<file path="src/ambwp_regs.svh">
// register map, field positions, reset values and timing counts for the
// block write-protect host controller
// assumes a 125 MHz pclk; included by the package users by bare name
`ifndef AMBWP_REGS_SVH
`define AMBWP_REGS_SVH

`define AMBWP_CTRL_OFS   8'h00
`define AMBWP_ADDR_OFS   8'h04
`define AMBWP_WDATA_OFS  8'h08
`define AMBWP_PROT_OFS   8'h0C
`define AMBWP_STAT_OFS   8'h10
`define AMBWP_RDATA_OFS  8'h14

`define AMBWP_CTRL_START 0
`define AMBWP_CTRL_WRITE 1
`define AMBWP_CTRL_PROT  2
`define AMBWP_STAT_BUSY  0
`define AMBWP_STAT_DONE  1
`define AMBWP_STAT_REFUS 2
`define AMBWP_BE_RST     2'h3
`define AMBWP_STEP_LAST  4'h9

`define AMBWP_SEQ_A0 17'h12555
`define AMBWP_SEQ_A1 17'h1DAAA
`define AMBWP_SEQ_A2 17'h01333
`define AMBWP_SEQ_A3 17'h0ECCC
`define AMBWP_SEQ_A4 17'h000FF
`define AMBWP_SEQ_A5 17'h1FF00
`define AMBWP_SEQ_A8 17'h0FF00
`define AMBWP_SEQ_A9 17'h00000

`define AMBWP_CLK_PS        8000
`define AMBWP_T_ADDR_SET_NS 10
`define AMBWP_T_ACCESS_NS   60
`define AMBWP_T_PRECH_NS    30
`define AMBWP_SETUP_CYC \
  ((`AMBWP_T_ADDR_SET_NS*1000+`AMBWP_CLK_PS-1)/`AMBWP_CLK_PS)
`define AMBWP_ACCESS_CYC \
  ((`AMBWP_T_ACCESS_NS*1000+`AMBWP_CLK_PS-1)/`AMBWP_CLK_PS)
`define AMBWP_PRECH_CYC \
  ((`AMBWP_T_PRECH_NS*1000+`AMBWP_CLK_PS-1)/`AMBWP_CLK_PS)

`endif

</file>
<file path="src/ambwp_pkg.sv">
// types shared by the write-protect host controller modules
// assumes nothing beyond a SystemVerilog compiler
package ambwp_pkg;
  typedef enum logic [1:0] {
    CS_IDLE   = 2'b00,
    CS_SETUP  = 2'b01,
    CS_ACCESS = 2'b10,
    CS_PRECH  = 2'b11
  } ambwp_cyc_state_type;

  typedef enum logic [1:0] {
    SQ_IDLE  = 2'b00,
    SQ_ISSUE = 2'b01,
    SQ_WAIT  = 2'b10
  } ambwp_seq_state_type;
endpackage : ambwp_pkg

</file>
<file path="src/ambwp_mem_if.sv">
// one memory access request and its answer between sequencer and pin engine
// assumes both ends run on pclk
`timescale 1ns/1ps
interface ambwp_mem_if;
  logic        req;
  logic        write;
  logic [16:0] addr;
  logic [15:0] wdata;
  logic [1:0]  be;
  logic        ack;
  logic [15:0] rdata;

  modport ctl (output req, write, addr, wdata, be, input ack, rdata);
  modport cyc (input req, write, addr, wdata, be, output ack, rdata);
endinterface : ambwp_mem_if

</file>
<file path="src/ambwp_host.sv">
// host controller for an asynchronous 128K x 16 memory with a software
// sector write-protect unlock sequence; APB slave for software orders
// assumes APB master on pclk and a memory whose inputs settle within pclk
`timescale 1ns/1ps
`include "ambwp_regs.svh"

module ambwp_host
  import ambwp_pkg::*;
#(
  parameter int SETUP_CYC  = `AMBWP_SETUP_CYC,
  parameter int ACCESS_CYC = `AMBWP_ACCESS_CYC,
  parameter int PRECH_CYC  = `AMBWP_PRECH_CYC
) (
  input  wire logic        pclk,
  input  wire logic        presetn,
  input  wire logic        psel,
  input  wire logic        penable,
  input  wire logic        pwrite,
  input  wire logic [7:0]  paddr,
  input  wire logic [31:0] pwdata,
  output logic      [31:0] prdata,
  output logic             pready,
  output logic             pslverr,
  output logic             mem_ce_n,
  output logic             mem_we_n,
  output logic             mem_oe_n,
  output logic             upper_byte_select_n,
  output logic             lower_byte_select_n,
  output logic      [16:0] mem_addr,
  output logic      [15:0] mem_dq_o,
  output logic             mem_dq_oe,
  input  wire logic [15:0] mem_dq_i
);
  ambwp_mem_if mem ();

  ambwp_seq_state_type seq_q;
  logic [3:0]  step_q;
  logic        op_write_q, op_prot_q;
  logic [16:0] addr_q;
  logic [15:0] wdata_q, rdata_q;
  logic [1:0]  be_q;
  logic [7:0]  prot_q, prot_shadow_q;
  logic        done_q, refused_q;
  logic        req_q, mwrite_q;
  logic [16:0] maddr_q;
  logic [15:0] mwdata_q;
  logic [1:0]  mbe_q;
  logic [31:0] prdata_q;
  logic        pready_q, pslverr_q;

  logic        busy, acc_wr, acc_rd, hit, start, last;
  logic        st_write;
  logic [16:0] st_addr;
  logic [15:0] st_data;
  logic [1:0]  st_be;
  logic [31:0] rd_mux;

  assign busy   = (seq_q != SQ_IDLE);
  // one-wait-state slave: pready rises in the second access cycle
  assign acc_wr = psel && penable && pready_q && pwrite;
  assign acc_rd = psel && penable && !pready_q;
  assign hit    = (paddr == `AMBWP_CTRL_OFS) || (paddr == `AMBWP_ADDR_OFS)
               || (paddr == `AMBWP_WDATA_OFS) || (paddr == `AMBWP_PROT_OFS)
               || (paddr == `AMBWP_STAT_OFS) || (paddr == `AMBWP_RDATA_OFS);
  assign start  = acc_wr && !busy && (paddr == `AMBWP_CTRL_OFS)
               && pwdata[`AMBWP_CTRL_START];
  assign last   = !op_prot_q || (step_q == `AMBWP_STEP_LAST);

  // APB handshake
  always_ff @(posedge pclk or negedge presetn) begin
    if (!presetn) begin
      pready_q  <= 1'b0;
      pslverr_q <= 1'b0;
      prdata_q  <= 32'h00000000;
    end else begin
      pready_q  <= acc_rd;
      pslverr_q <= acc_rd && !hit;
      if (acc_rd) prdata_q <= pwrite ? 32'h00000000 : rd_mux;
    end
  end

  always_comb begin
    rd_mux = 32'h00000000;
    case (paddr)
      `AMBWP_CTRL_OFS: begin
        rd_mux[`AMBWP_CTRL_WRITE] = op_write_q;
        rd_mux[`AMBWP_CTRL_PROT]  = op_prot_q;
      end
      `AMBWP_ADDR_OFS:  rd_mux[16:0] = addr_q;
      `AMBWP_WDATA_OFS: rd_mux[17:0] = {be_q, wdata_q};
      `AMBWP_PROT_OFS:  rd_mux[7:0]  = prot_q;
      `AMBWP_STAT_OFS: begin
        rd_mux[`AMBWP_STAT_BUSY]  = busy;
        rd_mux[`AMBWP_STAT_DONE]  = done_q;
        rd_mux[`AMBWP_STAT_REFUS] = refused_q;
        rd_mux[15:8]              = prot_shadow_q;
      end
      `AMBWP_RDATA_OFS: rd_mux[15:0] = rdata_q;
      default:          rd_mux = 32'h00000000;
    endcase
  end

  // order registers; frozen while a sequence runs so the complement
  // always matches the byte already sent
  always_ff @(posedge pclk or negedge presetn) begin
    if (!presetn) begin
      op_write_q <= 1'b0;
      op_prot_q  <= 1'b0;
      addr_q     <= 17'h00000;
      wdata_q    <= 16'h0000;
      be_q       <= `AMBWP_BE_RST;
      prot_q     <= 8'h00;
    end else if (acc_wr && !busy) begin
      case (paddr)
        `AMBWP_CTRL_OFS: begin
          op_write_q <= pwdata[`AMBWP_CTRL_WRITE];
          op_prot_q  <= pwdata[`AMBWP_CTRL_PROT];
        end
        `AMBWP_ADDR_OFS:  addr_q <= pwdata[16:0];
        `AMBWP_WDATA_OFS: begin
          wdata_q <= pwdata[15:0];
          be_q    <= pwdata[17:16];
        end
        `AMBWP_PROT_OFS:  prot_q <= pwdata[7:0];
        default: ;
      endcase
    end
  end

  // sticky flags: a hardware set in the clearing cycle wins
  always_ff @(posedge pclk or negedge presetn) begin
    if (!presetn) begin
      done_q    <= 1'b0;
      refused_q <= 1'b0;
    end else begin
      if (seq_q == SQ_WAIT && mem.ack && last) done_q <= 1'b1;
      else if (acc_wr && paddr == `AMBWP_STAT_OFS
               && pwdata[`AMBWP_STAT_DONE]) done_q <= 1'b0;
      if (acc_wr && busy && paddr != `AMBWP_STAT_OFS) refused_q <= 1'b1;
      else if (acc_wr && paddr == `AMBWP_STAT_OFS
               && pwdata[`AMBWP_STAT_REFUS]) refused_q <= 1'b0;
    end
  end

  // one step of the current order; protect orders walk the fixed table
  always_comb begin
    st_write = op_write_q;
    st_addr  = addr_q;
    st_data  = wdata_q;
    st_be    = be_q;
    if (op_prot_q) begin
      st_write = 1'b0;
      st_data  = 16'h0000;
      st_be    = 2'h3;
      case (step_q)
        4'h0: st_addr = `AMBWP_SEQ_A0;
        4'h1: st_addr = `AMBWP_SEQ_A1;
        4'h2: st_addr = `AMBWP_SEQ_A2;
        4'h3: st_addr = `AMBWP_SEQ_A3;
        4'h4: st_addr = `AMBWP_SEQ_A4;
        4'h5: st_addr = `AMBWP_SEQ_A5;
        4'h6: begin
          st_write = 1'b1;
          st_addr  = `AMBWP_SEQ_A1;
          st_data  = {8'h00, prot_q};
        end
        4'h7: begin
          st_write = 1'b1;
          st_addr  = `AMBWP_SEQ_A3;
          st_data  = {8'h00, ~prot_q};
        end
        4'h8: begin
          st_write = 1'b1;
          st_addr  = `AMBWP_SEQ_A8;
        end
        4'h9: st_addr = `AMBWP_SEQ_A9;
        default: st_addr = `AMBWP_SEQ_A9;
      endcase
    end
  end

  // sequencer: one engine, so nothing can interleave with an unlock walk
  always_ff @(posedge pclk or negedge presetn) begin
    if (!presetn) begin
      seq_q  <= SQ_IDLE;
      step_q <= 4'h0;
    end else begin
      case (seq_q)
        SQ_IDLE: if (start) begin
          seq_q  <= SQ_ISSUE;
          step_q <= 4'h0;
        end
        SQ_ISSUE: seq_q <= SQ_WAIT;
        SQ_WAIT: if (mem.ack) begin
          if (last) seq_q <= SQ_IDLE;
          else begin
            seq_q  <= SQ_ISSUE;
            step_q <= step_q + 4'h1;
          end
        end
        default: seq_q <= SQ_IDLE;
      endcase
    end
  end

  always_ff @(posedge pclk or negedge presetn) begin
    if (!presetn) begin
      req_q    <= 1'b0;
      mwrite_q <= 1'b0;
      maddr_q  <= 17'h00000;
      mwdata_q <= 16'h0000;
      mbe_q    <= 2'h0;
    end else begin
      req_q <= (seq_q == SQ_ISSUE);
      if (seq_q == SQ_ISSUE) begin
        mwrite_q <= st_write;
        maddr_q  <= st_addr;
        mwdata_q <= st_data;
        mbe_q    <= st_be;
      end
    end
  end

  // read data and the believed protection state; factory state is clear
  always_ff @(posedge pclk or negedge presetn) begin
    if (!presetn) begin
      rdata_q       <= 16'h0000;
      prot_shadow_q <= 8'h00;
    end else if (seq_q == SQ_WAIT && mem.ack) begin
      if (!mwrite_q) rdata_q <= mem.rdata;
      if (op_prot_q && last) prot_shadow_q <= prot_q;
    end
  end

  assign mem.req   = req_q;
  assign mem.write = mwrite_q;
  assign mem.addr  = maddr_q;
  assign mem.wdata = mwdata_q;
  assign mem.be    = mbe_q;

  // every access frames itself with chip select, so address changes never
  // rely on the memory's own change detection; no page mode is used
  ambwp_cycle #(
    .SETUP_CYC  (SETUP_CYC),
    .ACCESS_CYC (ACCESS_CYC),
    .PRECH_CYC  (PRECH_CYC)
  ) ambwp_cycle_inst (
    .pclk    (pclk),
    .presetn (presetn),
    .mem     (mem),
    .ce_n    (mem_ce_n),
    .we_n    (mem_we_n),
    .oe_n    (mem_oe_n),
    .ub_n    (upper_byte_select_n),
    .lb_n    (lower_byte_select_n),
    .addr    (mem_addr),
    .dq_o    (mem_dq_o),
    .dq_oe   (mem_dq_oe),
    .dq_i    (mem_dq_i)
  );

  assign prdata  = prdata_q;
  assign pready  = pready_q;
  assign pslverr = pslverr_q;
endmodule : ambwp_host

</file>
<file path="src/ambwp_cycle.sv">
// pin engine: runs one chip-select-framed read or write on the memory pins
// assumes req only while idle; dq_i is synchronous to pclk
`timescale 1ns/1ps
`include "ambwp_regs.svh"
module ambwp_cycle
  import ambwp_pkg::*;
#(
  parameter int SETUP_CYC  = `AMBWP_SETUP_CYC,
  parameter int ACCESS_CYC = `AMBWP_ACCESS_CYC,
  parameter int PRECH_CYC  = `AMBWP_PRECH_CYC
) (
  input  wire logic        pclk,
  input  wire logic        presetn,
  ambwp_mem_if.cyc         mem,
  output logic             ce_n,
  output logic             we_n,
  output logic             oe_n,
  output logic             ub_n,
  output logic             lb_n,
  output logic [16:0]      addr,
  output logic [15:0]      dq_o,
  output logic             dq_oe,
  input  wire logic [15:0] dq_i
);
  ambwp_cyc_state_type state_q;
  logic [3:0]  cnt_q;
  logic        wr_q, ce_n_q, we_n_q, oe_n_q, ub_n_q, lb_n_q, dq_oe_q;
  logic [16:0] addr_q;
  logic [15:0] dq_o_q, rdata_q;
  logic        ack_q, zero;

  assign zero = (cnt_q == 4'h0);

  always_ff @(posedge pclk or negedge presetn) begin
    if (!presetn) begin
      state_q <= CS_IDLE;
      cnt_q   <= 4'h0;
    end else begin
      case (state_q)
        CS_IDLE: if (mem.req) begin
          state_q <= CS_SETUP;
          cnt_q   <= 4'(SETUP_CYC - 1);
        end
        CS_SETUP: if (zero) begin
          state_q <= CS_ACCESS;
          cnt_q   <= 4'(ACCESS_CYC - 1);
        end else cnt_q <= cnt_q - 4'h1;
        CS_ACCESS: if (zero) begin
          state_q <= CS_PRECH;
          cnt_q   <= 4'(PRECH_CYC - 1);
        end else cnt_q <= cnt_q - 4'h1;
        CS_PRECH: if (zero) state_q <= CS_IDLE;
        else cnt_q <= cnt_q - 4'h1;
        default: state_q <= CS_IDLE;
      endcase
    end
  end

  // write strobe idles high from reset so a power cycle never sees it low
  always_ff @(posedge pclk or negedge presetn) begin
    if (!presetn) begin
      ce_n_q  <= 1'b1;
      we_n_q  <= 1'b1;
      oe_n_q  <= 1'b1;
      ub_n_q  <= 1'b1;
      lb_n_q  <= 1'b1;
      dq_oe_q <= 1'b0;
      wr_q    <= 1'b0;
      addr_q  <= 17'h00000;
      dq_o_q  <= 16'h0000;
    end else begin
      if (state_q == CS_IDLE && mem.req) begin
        addr_q  <= mem.addr;
        dq_o_q  <= mem.wdata;
        wr_q    <= mem.write;
        dq_oe_q <= mem.write;
        ub_n_q  <= ~mem.be[1];
        lb_n_q  <= ~mem.be[0];
      end
      if (state_q == CS_SETUP && zero) begin
        ce_n_q <= 1'b0;
        we_n_q <= ~wr_q;
        oe_n_q <= wr_q;
      end
      if (state_q == CS_ACCESS && zero) begin
        ce_n_q <= 1'b1;
        we_n_q <= 1'b1;
        oe_n_q <= 1'b1;
      end
      // data and byte selects held through precharge for write hold time
      if (state_q == CS_PRECH && zero) begin
        dq_oe_q <= 1'b0;
        ub_n_q  <= 1'b1;
        lb_n_q  <= 1'b1;
      end
    end
  end

  always_ff @(posedge pclk or negedge presetn) begin
    if (!presetn) begin
      ack_q   <= 1'b0;
      rdata_q <= 16'h0000;
    end else begin
      ack_q <= (state_q == CS_PRECH) && zero;
      if (state_q == CS_ACCESS && zero && !wr_q) rdata_q <= dq_i;
    end
  end

  assign mem.ack   = ack_q;
  assign mem.rdata = rdata_q;
  assign ce_n  = ce_n_q;
  assign we_n  = we_n_q;
  assign oe_n  = oe_n_q;
  assign ub_n  = ub_n_q;
  assign lb_n  = lb_n_q;
  assign addr  = addr_q;
  assign dq_o  = dq_o_q;
  assign dq_oe = dq_oe_q;
endmodule : ambwp_cycle

</file>
<file path="config.mk">
export PLATFORM = sky130hd
export DESIGN_NAME = ambwp_host
export DESIGN_NICKNAME = d
export VERILOG_FILES = /design/src/ambwp_pkg.sv /design/src/ambwp_mem_if.sv /design/src/ambwp_host.sv /design/src/ambwp_cycle.sv
export VERILOG_INCLUDE_DIRS = /design/src
export SDC_FILE = /design/constraint.sdc
export NUM_CORES = 1
export LEC_CHECK = 0
export BUFFER_PORTS_ARGS = -buffer_cell sky130_fd_sc_hd__buf_2
export CAP_MARGIN = 40
export CORE_ASPECT_RATIO = 1.75
export CORE_MARGIN = 4
export CORE_UTILIZATION = 59
export CTS_BUF_LIST = sky130_fd_sc_hd__clkbuf_16
export DETAILED_ROUTE_END_ITERATION = 8
export PLACE_DENSITY = 0.85
export SYNTH_ARGS = -nofsm -noshare
export SYNTH_HDL_FRONTEND = slang
export SYNTH_HIERARCHICAL = 1
export SYNTH_SLANG_ARGS = --single-unit
</file>
<file path="constraint.sdc">
create_clock -name pclk -period 2.95 [get_ports pclk]
set_input_delay 0.295 -clock pclk [delete_from_list [all_inputs] [get_ports pclk]]
set_output_delay 0.295 -clock pclk [all_outputs]
set_load 0.01 [all_outputs]
</file>
After elaboration in Yosys (flattened, before gate mapping)
Index checks and enable logic that the tools add are counted.
{ "totals": {"regBits": 211, "latch_bits": 0, "mem_bits_rw": 0, "mem_bits_ro": 0, "inputBits": 61, "output_inout_bits": 73, "mem_count": 0} }
{ "op_classes": {"n_addsub": 2, "multipliers": 0, "div": 0, "magnitude_cmp": 0, "eq_ne": 28, "n_shift": 0, "n_mux": 48, "bitwise_logic": 5, "n_reduce_logical": 56} }
{ "op_table": {"columns": ["operator", "n"], "rows": [
  ["$pmux W17 S7", 1],
  ["$pmux W8 S4", 1],
  ["$mux W4", 7],
  ["$logic_and A1 B1 Y1", 21],
  ["$mux W1", 20],
  ["$pmux W5 S4", 1],
  ["$mux W18", 1],
  ["$mux W17", 1],
  ["$eq A4 B3 Y1 const B", 4],
  ["$eq A8 B4 Y1 const B", 2],
  ["$eq A8 B5 Y1 const B", 2],
  ["$mux W16", 1],
  ["$pmux W4 S4", 1],
  ["$pmux W8 S2", 1],
  ["$reduce_and A2 Y1", 8],
  ["$mux W2", 7],
  ["$pmux W2 S6", 1],
  ["$reduce_bool A2 Y1", 6],
  ["$eq A4 B2 Y1 const B", 2],
  ["$eq A4 B4 Y1 const B", 2],
  ["$eq A8 B3 Y1 const B", 1],
  ["$logic_not A4 Y1", 2],
  ["$logic_not A8 Y1", 1],
  ["$ne A2 B1 Y1 const B", 4],
  ["20 further kinds", 41]
]} }

Depth between registers and ports, before layout
Gate-level depths: netlist of run 1.
{ "depth": {"word_depth": 8, "depth_mapped": 7, "depth_no_buf": 6} }

Cells and area by module
Netlist of run 1, hierarchy kept.
{ "modules_own_cells": {"columns": ["mod", "n_inst", "cells_each", "area_each_um2", "seq_area_each_um2"], "rows": [
  ["ambwp_host", 1, 577, 6492.5, 3355.7],
  ["ambwp_cycle", 1, 180, 2597.5, 1582.8]
]} }

Worst setup path before layout of run 1
Ideal clock, no wire load.
{ "synth_path": {"kind": "register to register", "start": "register ambwp_cycle_inst.cnt_q[0]", "end": "register ambwp_cycle_inst.rdata_q[10] (netlist: ambwp_cycle_inst/mem.rdata[10])", "setup_ns": 0.127, "arrival_time_ns": 1.653, "required_time_ns": 2.823, "path_slack_ns": 1.169, "path_stages_with_launch": 7, "n_path_buf": 1, "period_less_slack_ns": 1.781, "path_cell_list": "dfrtp_1 -> inv_1 -> ha_1 -> nor3b_4 -> nand3_4 -> buf_6 -> mux2_1"} }
{ "synth_between": {"elab_chain_cells": 3} }
{ "synth_rtl": {"columns": ["element", "line_no", "text"], "rows": [
  ["start, declared", "ambwp_cycle.sv:26", "logic [3:0] cnt_q;"],
  ["start signal, assigned", "ambwp_cycle.sv:42", "cnt_q <= 4'(SETUP_CYC - 1);"],
  ["start signal, assigned", "ambwp_cycle.sv:46", "cnt_q <= 4'(ACCESS_CYC - 1);"],
  ["start signal, assigned", "ambwp_cycle.sv:47", "end else cnt_q <= cnt_q - 4'h1;"],
  ["$logic_not A4 Y1", "ambwp_cycle.sv:32", "assign zero = (cnt_q == 4'h0);"],
  ["$logic_and A1 B1 Y1 (2 in series)", "ambwp_cycle.sv:105", "if (state_q == CS_ACCESS && zero && !wr_q) rdata_q <= dq_i;"],
  ["end signal, assigned", "ambwp_cycle.sv:105", null],
  ["end, declared", "ambwp_cycle.sv:29", "logic [15:0] dq_o_q, rdata_q;"]
]} }
No other way between the ends.
A chain may end at the register's enable or synchronous reset.

Worst setup path in the final report of run 1
{ "layout_path": {"start": "register step_q[1]", "end": "register prot_shadow_q[5]"} }
{ "layout_between": {"elab_chain_cells": 4} }
{ "layout_rtl": {"columns": ["element", "line_no", "text"], "rows": [
  ["start, declared", "ambwp_host.sv:37", "logic [3:0] step_q;"],
  ["start signal, assigned", "ambwp_host.sv:198", "step_q <= step_q + 4'h1;"],
  ["$eq A4 B4 Y1 (no line)", null, null],
  ["$logic_or A1 B1 Y1", "ambwp_host.sv:67", "assign last = !op_prot_q || (step_q == `AMBWP_STEP_LAST);"],
  ["$logic_and A1 B1 Y1", "ambwp_host.sv:231", "if (op_prot_q && last) prot_shadow_q <= prot_q;"],
  ["$reduce_and A2 Y1 (no line)", null, null],
  ["end signal, assigned", "ambwp_host.sv:231", null],
  ["end, declared", "ambwp_host.sv:42", "logic [7:0] prot_q, prot_shadow_q;"]
]} }
No other way between the ends.

==> results.yml, run 1 <==
grt:
  global_route_wire_length_before_repair_um: 33900
  gr-total-overflow: 0
  antenna_found_initial: 0
  grt_start_max_net_pins: 82
  grt_pass1_vias: 6561
  grt.total_usage: 0.250
clock_network:
  cts_max_path_buffers: 2
  postCtsSetupBuffers: 0
  tritoncts: "built"
  path_clk_slew_ns: 0.07
  cts_root_buffer: "sky130_fd_sc_hd__clkbuf_16"
  cts_made_buffers: 17
  cts_num_sinks: 197
  postCtsResizedCells: 0
  htree_num_levels: 4
  insertion_delay_ns: 0.42
pwr:
  power.ir.vdd_worst_mv: 0.541
  power.static_leakage_uw: 0.00497
  internal_power_uw: 4550
  totalPowerFinal_uw: 6190
  psw_uw: 1640
  seq_power_share: 0.489
  combPwrFrac: 0.136
  power_per_cell_area_mw_per_mm2: 601
  p_sw_frac: 0.265
  clock_power_share: 0.376
cells_and_area:
  layout-drive-gt1-share: 0.332
  antenna-diode-count: 0
  nNetsFinal: 926
  area_growth_pct: 13.4
  layout.cells.non_filler: 1051
synthesis:
  synth_area_mm2: 0.00909
  async_sr_flop_fraction: 1.00
  synth-main-ff-cell: "sky130_fd_sc_hd__dfrtp_1"
  syn_area_per_cell_um2: 12.0
  yosys.cell_types.count: 74
  synth.yosys.seq_area_share: 0.543
  number_of_synthesized_flops_with_an_enable_pin: 0
  syn_inst: 757
  ys_seq_elements: 197
  warning_count_from_the_yosys_run: 6
sta:
  grt_setup_unrepaired: "no"
  tightest_slew_ns: 0.749
  setup_viol_count_final: 0
  hold_violations: 0
  final_period_minus_worst_setup_slack_ns: 2.25
  final_cycle_share: 0.763
  setup-tns-final_ns: 0
  final.setup_skew_ns: 0.00717
  relative_slew_slack: 0.498
  timing.final.max_slew_violations: 0
  fmax_ghz: 0.444
drt:
  drtIter0Drc: 369
  detailroute.via_count: 6342
  tritonroute_pass_1_iters: 5
  finalWirelength_um: 20800
  detail_route.vias_per_cell: 6.03
  avgRoutedWirePerCell_um: 19.8
  drt.antenna.violating_nets: 0
  drc_errors: 0
outcome:
  status: "finished clean"
die:
  core_mm2: 0.0150
  die_area_mm2: 0.0175
  rows: 59
  horizontal_die_dimension_um: 102
  floorplan.initialDensity: 0.607
  die_height_um: 172
  pin_count: 134
place:
  dp_hpwl_um: 15100
  placedCellCount: 1018
  numPortBuffers: 105
  globalplace.congestion: 0.901
setup_path:
  worstRegToRegCells: 5
  path_max_fanout: 9
  end_kind: "flop"
  timing.critical_path.arrival_ns: 2.56
  setup.worst_path.start_class: "flop"
  crit_type: "flop to flop"
  cp.required_ns: 3.26
  rrSetupSlack_ns: 0.70
  worstReg2RegEnd: "prot_shadow_q[5]$_DFFE_PN0P_"
  origin_of_the_critical_flop_to_flop_path: "step_q[1]$_DFFE_PN0P_"
min_path:
  min_from: "mem_dq_i[7]"
  worstHoldEndpoint: "ambwp_cycle_inst/mem.rdata[7]$_DFFE_PN0P_"
  min_path_type: "input pin to flop"
  whs_path_depth: 2
flow_run:
  cap_violations: 0
-- synth_stat cells (10+ instances only) --
| master | instances | area, um^2 |
|---|---|---|
| sky130_fd_sc_hd__o21ai_0 | 46 | 230 |
| sky130_fd_sc_hd__ha_1 | 10 | 125 |
| sky130_fd_sc_hd__nor2_1 | 39 | 146 |
| sky130_fd_sc_hd__nand2b_1 | 10 | 62.6 |
| sky130_fd_sc_hd__mux2_2 | 101 | 1140 |
| sky130_fd_sc_hd__mux2i_1 | 26 | 260 |
| sky130_fd_sc_hd__buf_2 | 10 | 50.1 |
| sky130_fd_sc_hd__mux2_4 | 12 | 180 |
| sky130_fd_sc_hd__nand2_1 | 76 | 285 |
| sky130_fd_sc_hd__inv_1 | 12 | 45.0 |
| sky130_fd_sc_hd__clkbuf_1 | 22 | 82.6 |
| sky130_fd_sc_hd__mux2_1 | 10 | 113 |
| sky130_fd_sc_hd__buf_4 | 16 | 120 |
| sky130_fd_sc_hd__a21oi_1 | 35 | 175 |
| sky130_fd_sc_hd__dfrtp_1 | 190 | 4750 |
-- what timing repair did --
item,in CTS,in global routing
hold buffers,1,0
endpoints found under the setup margin,0,0
endpoints found under the hold margin,76,0
-- critical path: stages (launching register included) --
cell and delay [ns]:
sky130_fd_sc_hd__dfrtp_1 0.44, sky130_fd_sc_hd__inv_1 0.11, sky130_fd_sc_hd__ha_1 0.34, sky130_fd_sc_hd__nand3b_1 0.21, sky130_fd_sc_hd__nor3_2 0.62, sky130_fd_sc_hd__mux2_2 0.42
-- worst max-delay path by stage --
stage,from,slack [ns],to,cells after the start
after floorplan,ambwp_cycle_inst/cnt_q[0]$_DFFE_PN0P_,1.17,ambwp_cycle_inst/mem.rdata[10]$_DFFE_PN0P_,6
after global placement,paddr[2],0.76,addr_q[15]$_DFFE_PN0P_,4
after detailed placement,paddr[2],0.72,addr_q[1]$_DFFE_PN0P_,4
after CTS,step_q[1]$_DFFE_PN0P_,0.73,prot_shadow_q[5]$_DFFE_PN0P_,5
after global routing,step_q[1]$_DFFE_PN0P_,0.58,prot_shadow_q[3]$_DFFE_PN0P_,5
final,step_q[1]$_DFFE_PN0P_,0.70,prot_shadow_q[5]$_DFFE_PN0P_,5
-- registers in the layout, summed over array words and instances, names as in the netlist, 8 cells and up --
signal,flops
ambwp_cycle_inst/mem.rdata,16
prot_q,8
prot_shadow_q,8
wdata_q,16
prdata,18
rdata_q,16
ambwp_cycle_inst/addr,17
ambwp_cycle_inst/dq_o,16
mem.wdata,16
addr_q,17
maddr_q,17
-- kinds of logic (layout without fill, tap and decap cells) --
kind of cell	after synthesis	count (layout)	share of synthesized area
AOI/OAI and AO/OA	148	148	0.103
other	1	14	0.000413
and+or+nand+nor	183	183	0.109
DFF	197	197	0.543
adders and majority gates	10	10	0.0138
buffers and inverters	67	165	0.0407
xor gates and xnor gates	1	1	0.000964
muxes	150	150	0.188
-- through the flow --
stage	worst slack [ns]	cell area (um^2)	hold WS (ns)	utilization
finish	0.700	10300	0.0750	0.688
global route	0.582	10300	0.0648	0.688
CTS	0.726	10300	0.0659	0.688
detailed placement	0.718	9700	0.363	0.647
global placement	0.757	9700	0.366	0.647
floorplan	1.17	9140	-0.000591	-
-- placed cells by master, fill, tap and decap left out, types with 4 or more instances in the layout --
cell type,count
sky130_fd_sc_hd__a21oi_1,35
sky130_fd_sc_hd__dfrtp_1,190
sky130_fd_sc_hd__ha_1,10
sky130_fd_sc_hd__nand3b_1,5
sky130_fd_sc_hd__nand2_1,76
sky130_fd_sc_hd__a22oi_1,7
sky130_fd_sc_hd__conb_1,14
sky130_fd_sc_hd__nor3b_1,5
sky130_fd_sc_hd__a221oi_1,6
sky130_fd_sc_hd__o221ai_1,4
sky130_fd_sc_hd__a22o_1,7
sky130_fd_sc_hd__nand2b_1,10
sky130_fd_sc_hd__mux2_2,101
sky130_fd_sc_hd__a31oi_1,4
sky130_fd_sc_hd__mux2_1,10
sky130_fd_sc_hd__dfstp_2,7
sky130_fd_sc_hd__clkbuf_16,17
sky130_fd_sc_hd__mux2_4,12
sky130_fd_sc_hd__buf_4,13
sky130_fd_sc_hd__inv_1,13
sky130_fd_sc_hd__o22a_1,9
sky130_fd_sc_hd__mux2i_1,26
sky130_fd_sc_hd__inv_8,4
sky130_fd_sc_hd__nor3_1,5
sky130_fd_sc_hd__buf_2,104
sky130_fd_sc_hd__o21ai_1,6
sky130_fd_sc_hd__nand3_1,6
sky130_fd_sc_hd__nor2_1,39
sky130_fd_sc_hd__o21ai_0,46
-- routing by layer --
layer | GRT usage | vias up | share of wire
li1 | - | 2888 | -
met1 | 0.285 | 3198 | 0.37
met2 | 0.445 | 194 | 0.54
met3 | 0.0509 | 62 | 0.048
met4 | 0.117 | 0 | 0.042
met5 | 0 | - | 0
-- power by group through the flow --
stage               sequential (uW)  combinational, uW  clock (uW)
finish                         3030                841        2330
global placement               3060                802           0
detailed placement             3080                848           0
global route                   3050                950        2460
floorplan                      3040                615           0
CTS                            3030                852        2350
-- area by class of cell --
| type | count | area, um^2 |
|---|---|---|
| Clock inverter | 15 | 171 |
| Timing Repair Buffer | 120 | 662 |
| Fill cell | 1051 | 4680 |
| Sequential cell | 197 | 4940 |
| Multi-Input combinational cell | 506 | 3830 |
| Tap cell | 183 | 229 |
| Inverter | 13 | 48.8 |
| Clock buffer | 17 | 425 |
Note: power is estimated with default switching activity, not from simulation.
==> run 2, diff against run 1 <==
--- a/config.mk
+++ b/config.mk
@@ -10,10 +10,10 @@
 export CAP_MARGIN = 40
 export CORE_ASPECT_RATIO = 1.75
 export CORE_MARGIN = 4
-export CORE_UTILIZATION = 59
+export CORE_UTILIZATION = 57
 export CTS_BUF_LIST = sky130_fd_sc_hd__clkbuf_16
 export DETAILED_ROUTE_END_ITERATION = 8
-export PLACE_DENSITY = 0.85
+export PLACE_DENSITY = 0.83
 export SYNTH_ARGS = -nofsm -noshare
 export SYNTH_HDL_FRONTEND = slang
 export SYNTH_HIERARCHICAL = 1
==> constraint.sdc (replaced) <==
create_clock -name pclk -period 2.1 [get_ports pclk]
set_input_delay 0.21 -clock pclk [delete_from_list [all_inputs] [get_ports pclk]]
set_output_delay 0.21 -clock pclk [all_outputs]
set_load 0.01 [all_outputs]
==> run 2 against run 1 <==
Critical endpoint is now prot_shadow_q[1]$_DFFE_PN0P_. Via count barely moved. Register-to-register slack lost 0.51 ns. Non-clock buffer count rose by 26. Utilization is 0.58 points lower. Sequential share of layout area shrank 1.3 points. Clock skew increased by 0.0066 ns. Largest cell class unchanged. Sequential power up 40%. Worst hold slack got worse by 0.072 ns.
==> results.yml, run 2 (synthesis gave the netlist of run 1 again) <==
die:
  die_area_mm2: 0.0181
  core_mm2: 0.0155
  rows: 60
  floorplan.initialDensity: 0.585
  horizontal_die_dimension_um: 103
  pin_count: 134
  die_height_um: 175
setup_path:
  worstRegToRegCells: 6
  timing.critical_path.arrival_ns: 2.23
  cp.required_ns: 2.42
  origin_of_the_critical_flop_to_flop_path: "step_q[1]$_DFFE_PN0P_"
  setup.worst_path.start_class: "flop"
  crit_type: "flop to flop"
  path_max_fanout: 9
  end_kind: "flop"
  worstReg2RegEnd: "prot_shadow_q[1]$_DFFE_PN0P_"
  rrSetupSlack_ns: 0.19
flow_run:
  cap_violations: 0
clock_network:
  cts_made_buffers: 17
  cts_num_sinks: 197
  htree_num_levels: 4
  path_clk_slew_ns: 0.08
  insertion_delay_ns: 0.44
  cts_max_path_buffers: 2
  cts_root_buffer: "sky130_fd_sc_hd__clkbuf_16"
  postCtsSetupBuffers: 0
  tritoncts: "built"
sta:
  fin_hold_ws_ns: 0.00336
  final.setup_skew_ns: 0.0137
  timing.final.max_slew_violations: 0
  final_cycle_share: 0.909
  tightest_slew_ns: 0.626
  grt_setup_unrepaired: "no"
  setup-tns-final_ns: 0
  hold_violations: 0
  fmax_ghz: 0.524
  relative_slew_slack: 0.582
  final_period_minus_worst_setup_slack_ns: 1.91
  setup_viol_count_final: 0
pwr:
  seq_power_share: 0.479
  internal_power_uw: 6390
  psw_uw: 2470
  totalPowerFinal_uw: 8860
  combPwrFrac: 0.139
  p_sw_frac: 0.279
  power_per_cell_area_mw_per_mm2: 836
  power.ir.vdd_worst_mv: 0.698
  power.static_leakage_uw: 0.00512
  clock_power_share: 0.382
drt:
  route.met2.wl_um: 11100
  route.top_layer_used: "met4"
  wl_met3_um: 877
  routedLengthMet1_um: 7900
  finalWirelength_um: 20500
  avgRoutedWirePerCell_um: 19.0
  drtIter0Drc: 370
  detail_route.vias_per_cell: 5.87
  tritonroute_pass_1_iters: 5
  drc_errors: 0
  detailroute.via_count: 6341
  drt.antenna.violating_nets: 0
min_path:
  min_from: "mem_dq_i[4]"
  min_path_type: "input pin to flop"
  whs_path_depth: 2
  worstHoldEndpoint: "ambwp_cycle_inst/mem.rdata[4]$_DFFE_PN0P_"
cells_and_area:
  fin_area_mm2: 0.0106
  largest_register_ff_count: 18
  layout_commonest_cell: "sky130_fd_sc_hd__dfrtp_1"
  area_growth_pct: 16.6
  fillCellCount: 1075
  mostFrequentLayoutCells: "sky130_fd_sc_hd__dfrtp_1, sky130_fd_sc_hd__buf_2, sky130_fd_sc_hd__mux2_2"
  nNetsFinal: 952
  layout-drive-gt1-share: 0.340
  antenna-diode-count: 0
outcome:
  status: "finished clean"
place:
  placed_area_mm2: 0.00981
  globalplace.congestion: 0.898
  dp_hpwl_um: 15000
  numPortBuffers: 105
grt:
  grt_pass1_vias: 6541
  grt_start_max_net_pins: 74
  grt.total_usage: 0.240
  gr-total-overflow: 0
  antenna_found_initial: 0
  global_route_wire_length_before_repair_um: 33800
[run 2: layout make-up]
class                           count  area, um^2  share of cell area
Timing Repair Buffer              146         902              0.0851
Sequential cell                   197        4940               0.466
Clock inverter                     15         208              0.0196
Tap cell                          186         233              0.0220
Clock buffer                       17         425              0.0402
Inverter                           13        48.8             0.00461
Multi-Input combinational cell    506        3840               0.362
[run 2: critical path, stage by stage (launching register included)]
cell and delay, ns:
sky130_fd_sc_hd__dfrtp_1 0.44, sky130_fd_sc_hd__inv_1 0.10, sky130_fd_sc_hd__ha_1 0.33, sky130_fd_sc_hd__nand3b_1 0.21
sky130_fd_sc_hd__nor3_2 0.16, sky130_fd_sc_hd__buf_4 0.21, sky130_fd_sc_hd__mux2_2 0.35
[run 2: worst max path at each step]
stage	slack (ns)	from	depth (start not counted)	end
after global placement	0.22	ambwp_cycle_inst/state_q[0]$_DFFE_PN0P_	5	ambwp_cycle_inst/state_q[1]$_DFFE_PN0P_
after floorplan	0.32	ambwp_cycle_inst/cnt_q[0]$_DFFE_PN0P_	6	ambwp_cycle_inst/mem.rdata[10]$_DFFE_PN0P_
after global routing	0.07	step_q[0]$_DFFE_PN0P_	6	maddr_q[6]$_DFFE_PN0P_
final	0.19	step_q[1]$_DFFE_PN0P_	6	prot_shadow_q[1]$_DFFE_PN0P_
after detailed placement	0.11	ambwp_cycle_inst/state_q[0]$_DFFE_PN0P_	5	ambwp_cycle_inst/state_q[1]$_DFFE_PN0P_
after CTS	0.08	ambwp_cycle_inst/state_q[0]$_DFFE_PN0P_	5	ambwp_cycle_inst/state_q[1]$_DFFE_PN0P_
[run 2: power by group through the flow]
stage / clock, uW / sequential (uW) / combinational [uW]
after floorplan: 0 / 4280 / 865
after global placement: 0 / 4300 / 1160
after detailed placement: 0 / 4310 / 1200
after CTS: 3420 / 4240 / 1230
after global routing: 3560 / 4280 / 1390
final: 3380 / 4240 / 1230
[run 2: through the flow]
stage | setup WS, ns | instances | utilization
global route | 0.0701 | 1080 | 0.682
finish | 0.192 | 1080 | 0.682
global placement | 0.221 | 1034 | 0.631
detailed placement | 0.107 | 1034 | 0.631
CTS | 0.0831 | 1080 | 0.681
floorplan | 0.319 | 770 | -
[run 2: repair_timing]
item	4_1_cts	5_1_grt
hold buffers	14	0
endpoints found under the setup margin	0	3
endpoints found under the hold margin	76	0
gates resized for setup	0	2
[run 2: metal layers]
| layer | global-route usage | up-vias |
|---|---|---|
| met3 | 0.0423 | 35 |
| met5 | 0 | - |
| met2 | 0.420 | 211 |
| met4 | 0.0859 | 0 |
| li1 | - | 2939 |
| met1 | 0.291 | 3156 |
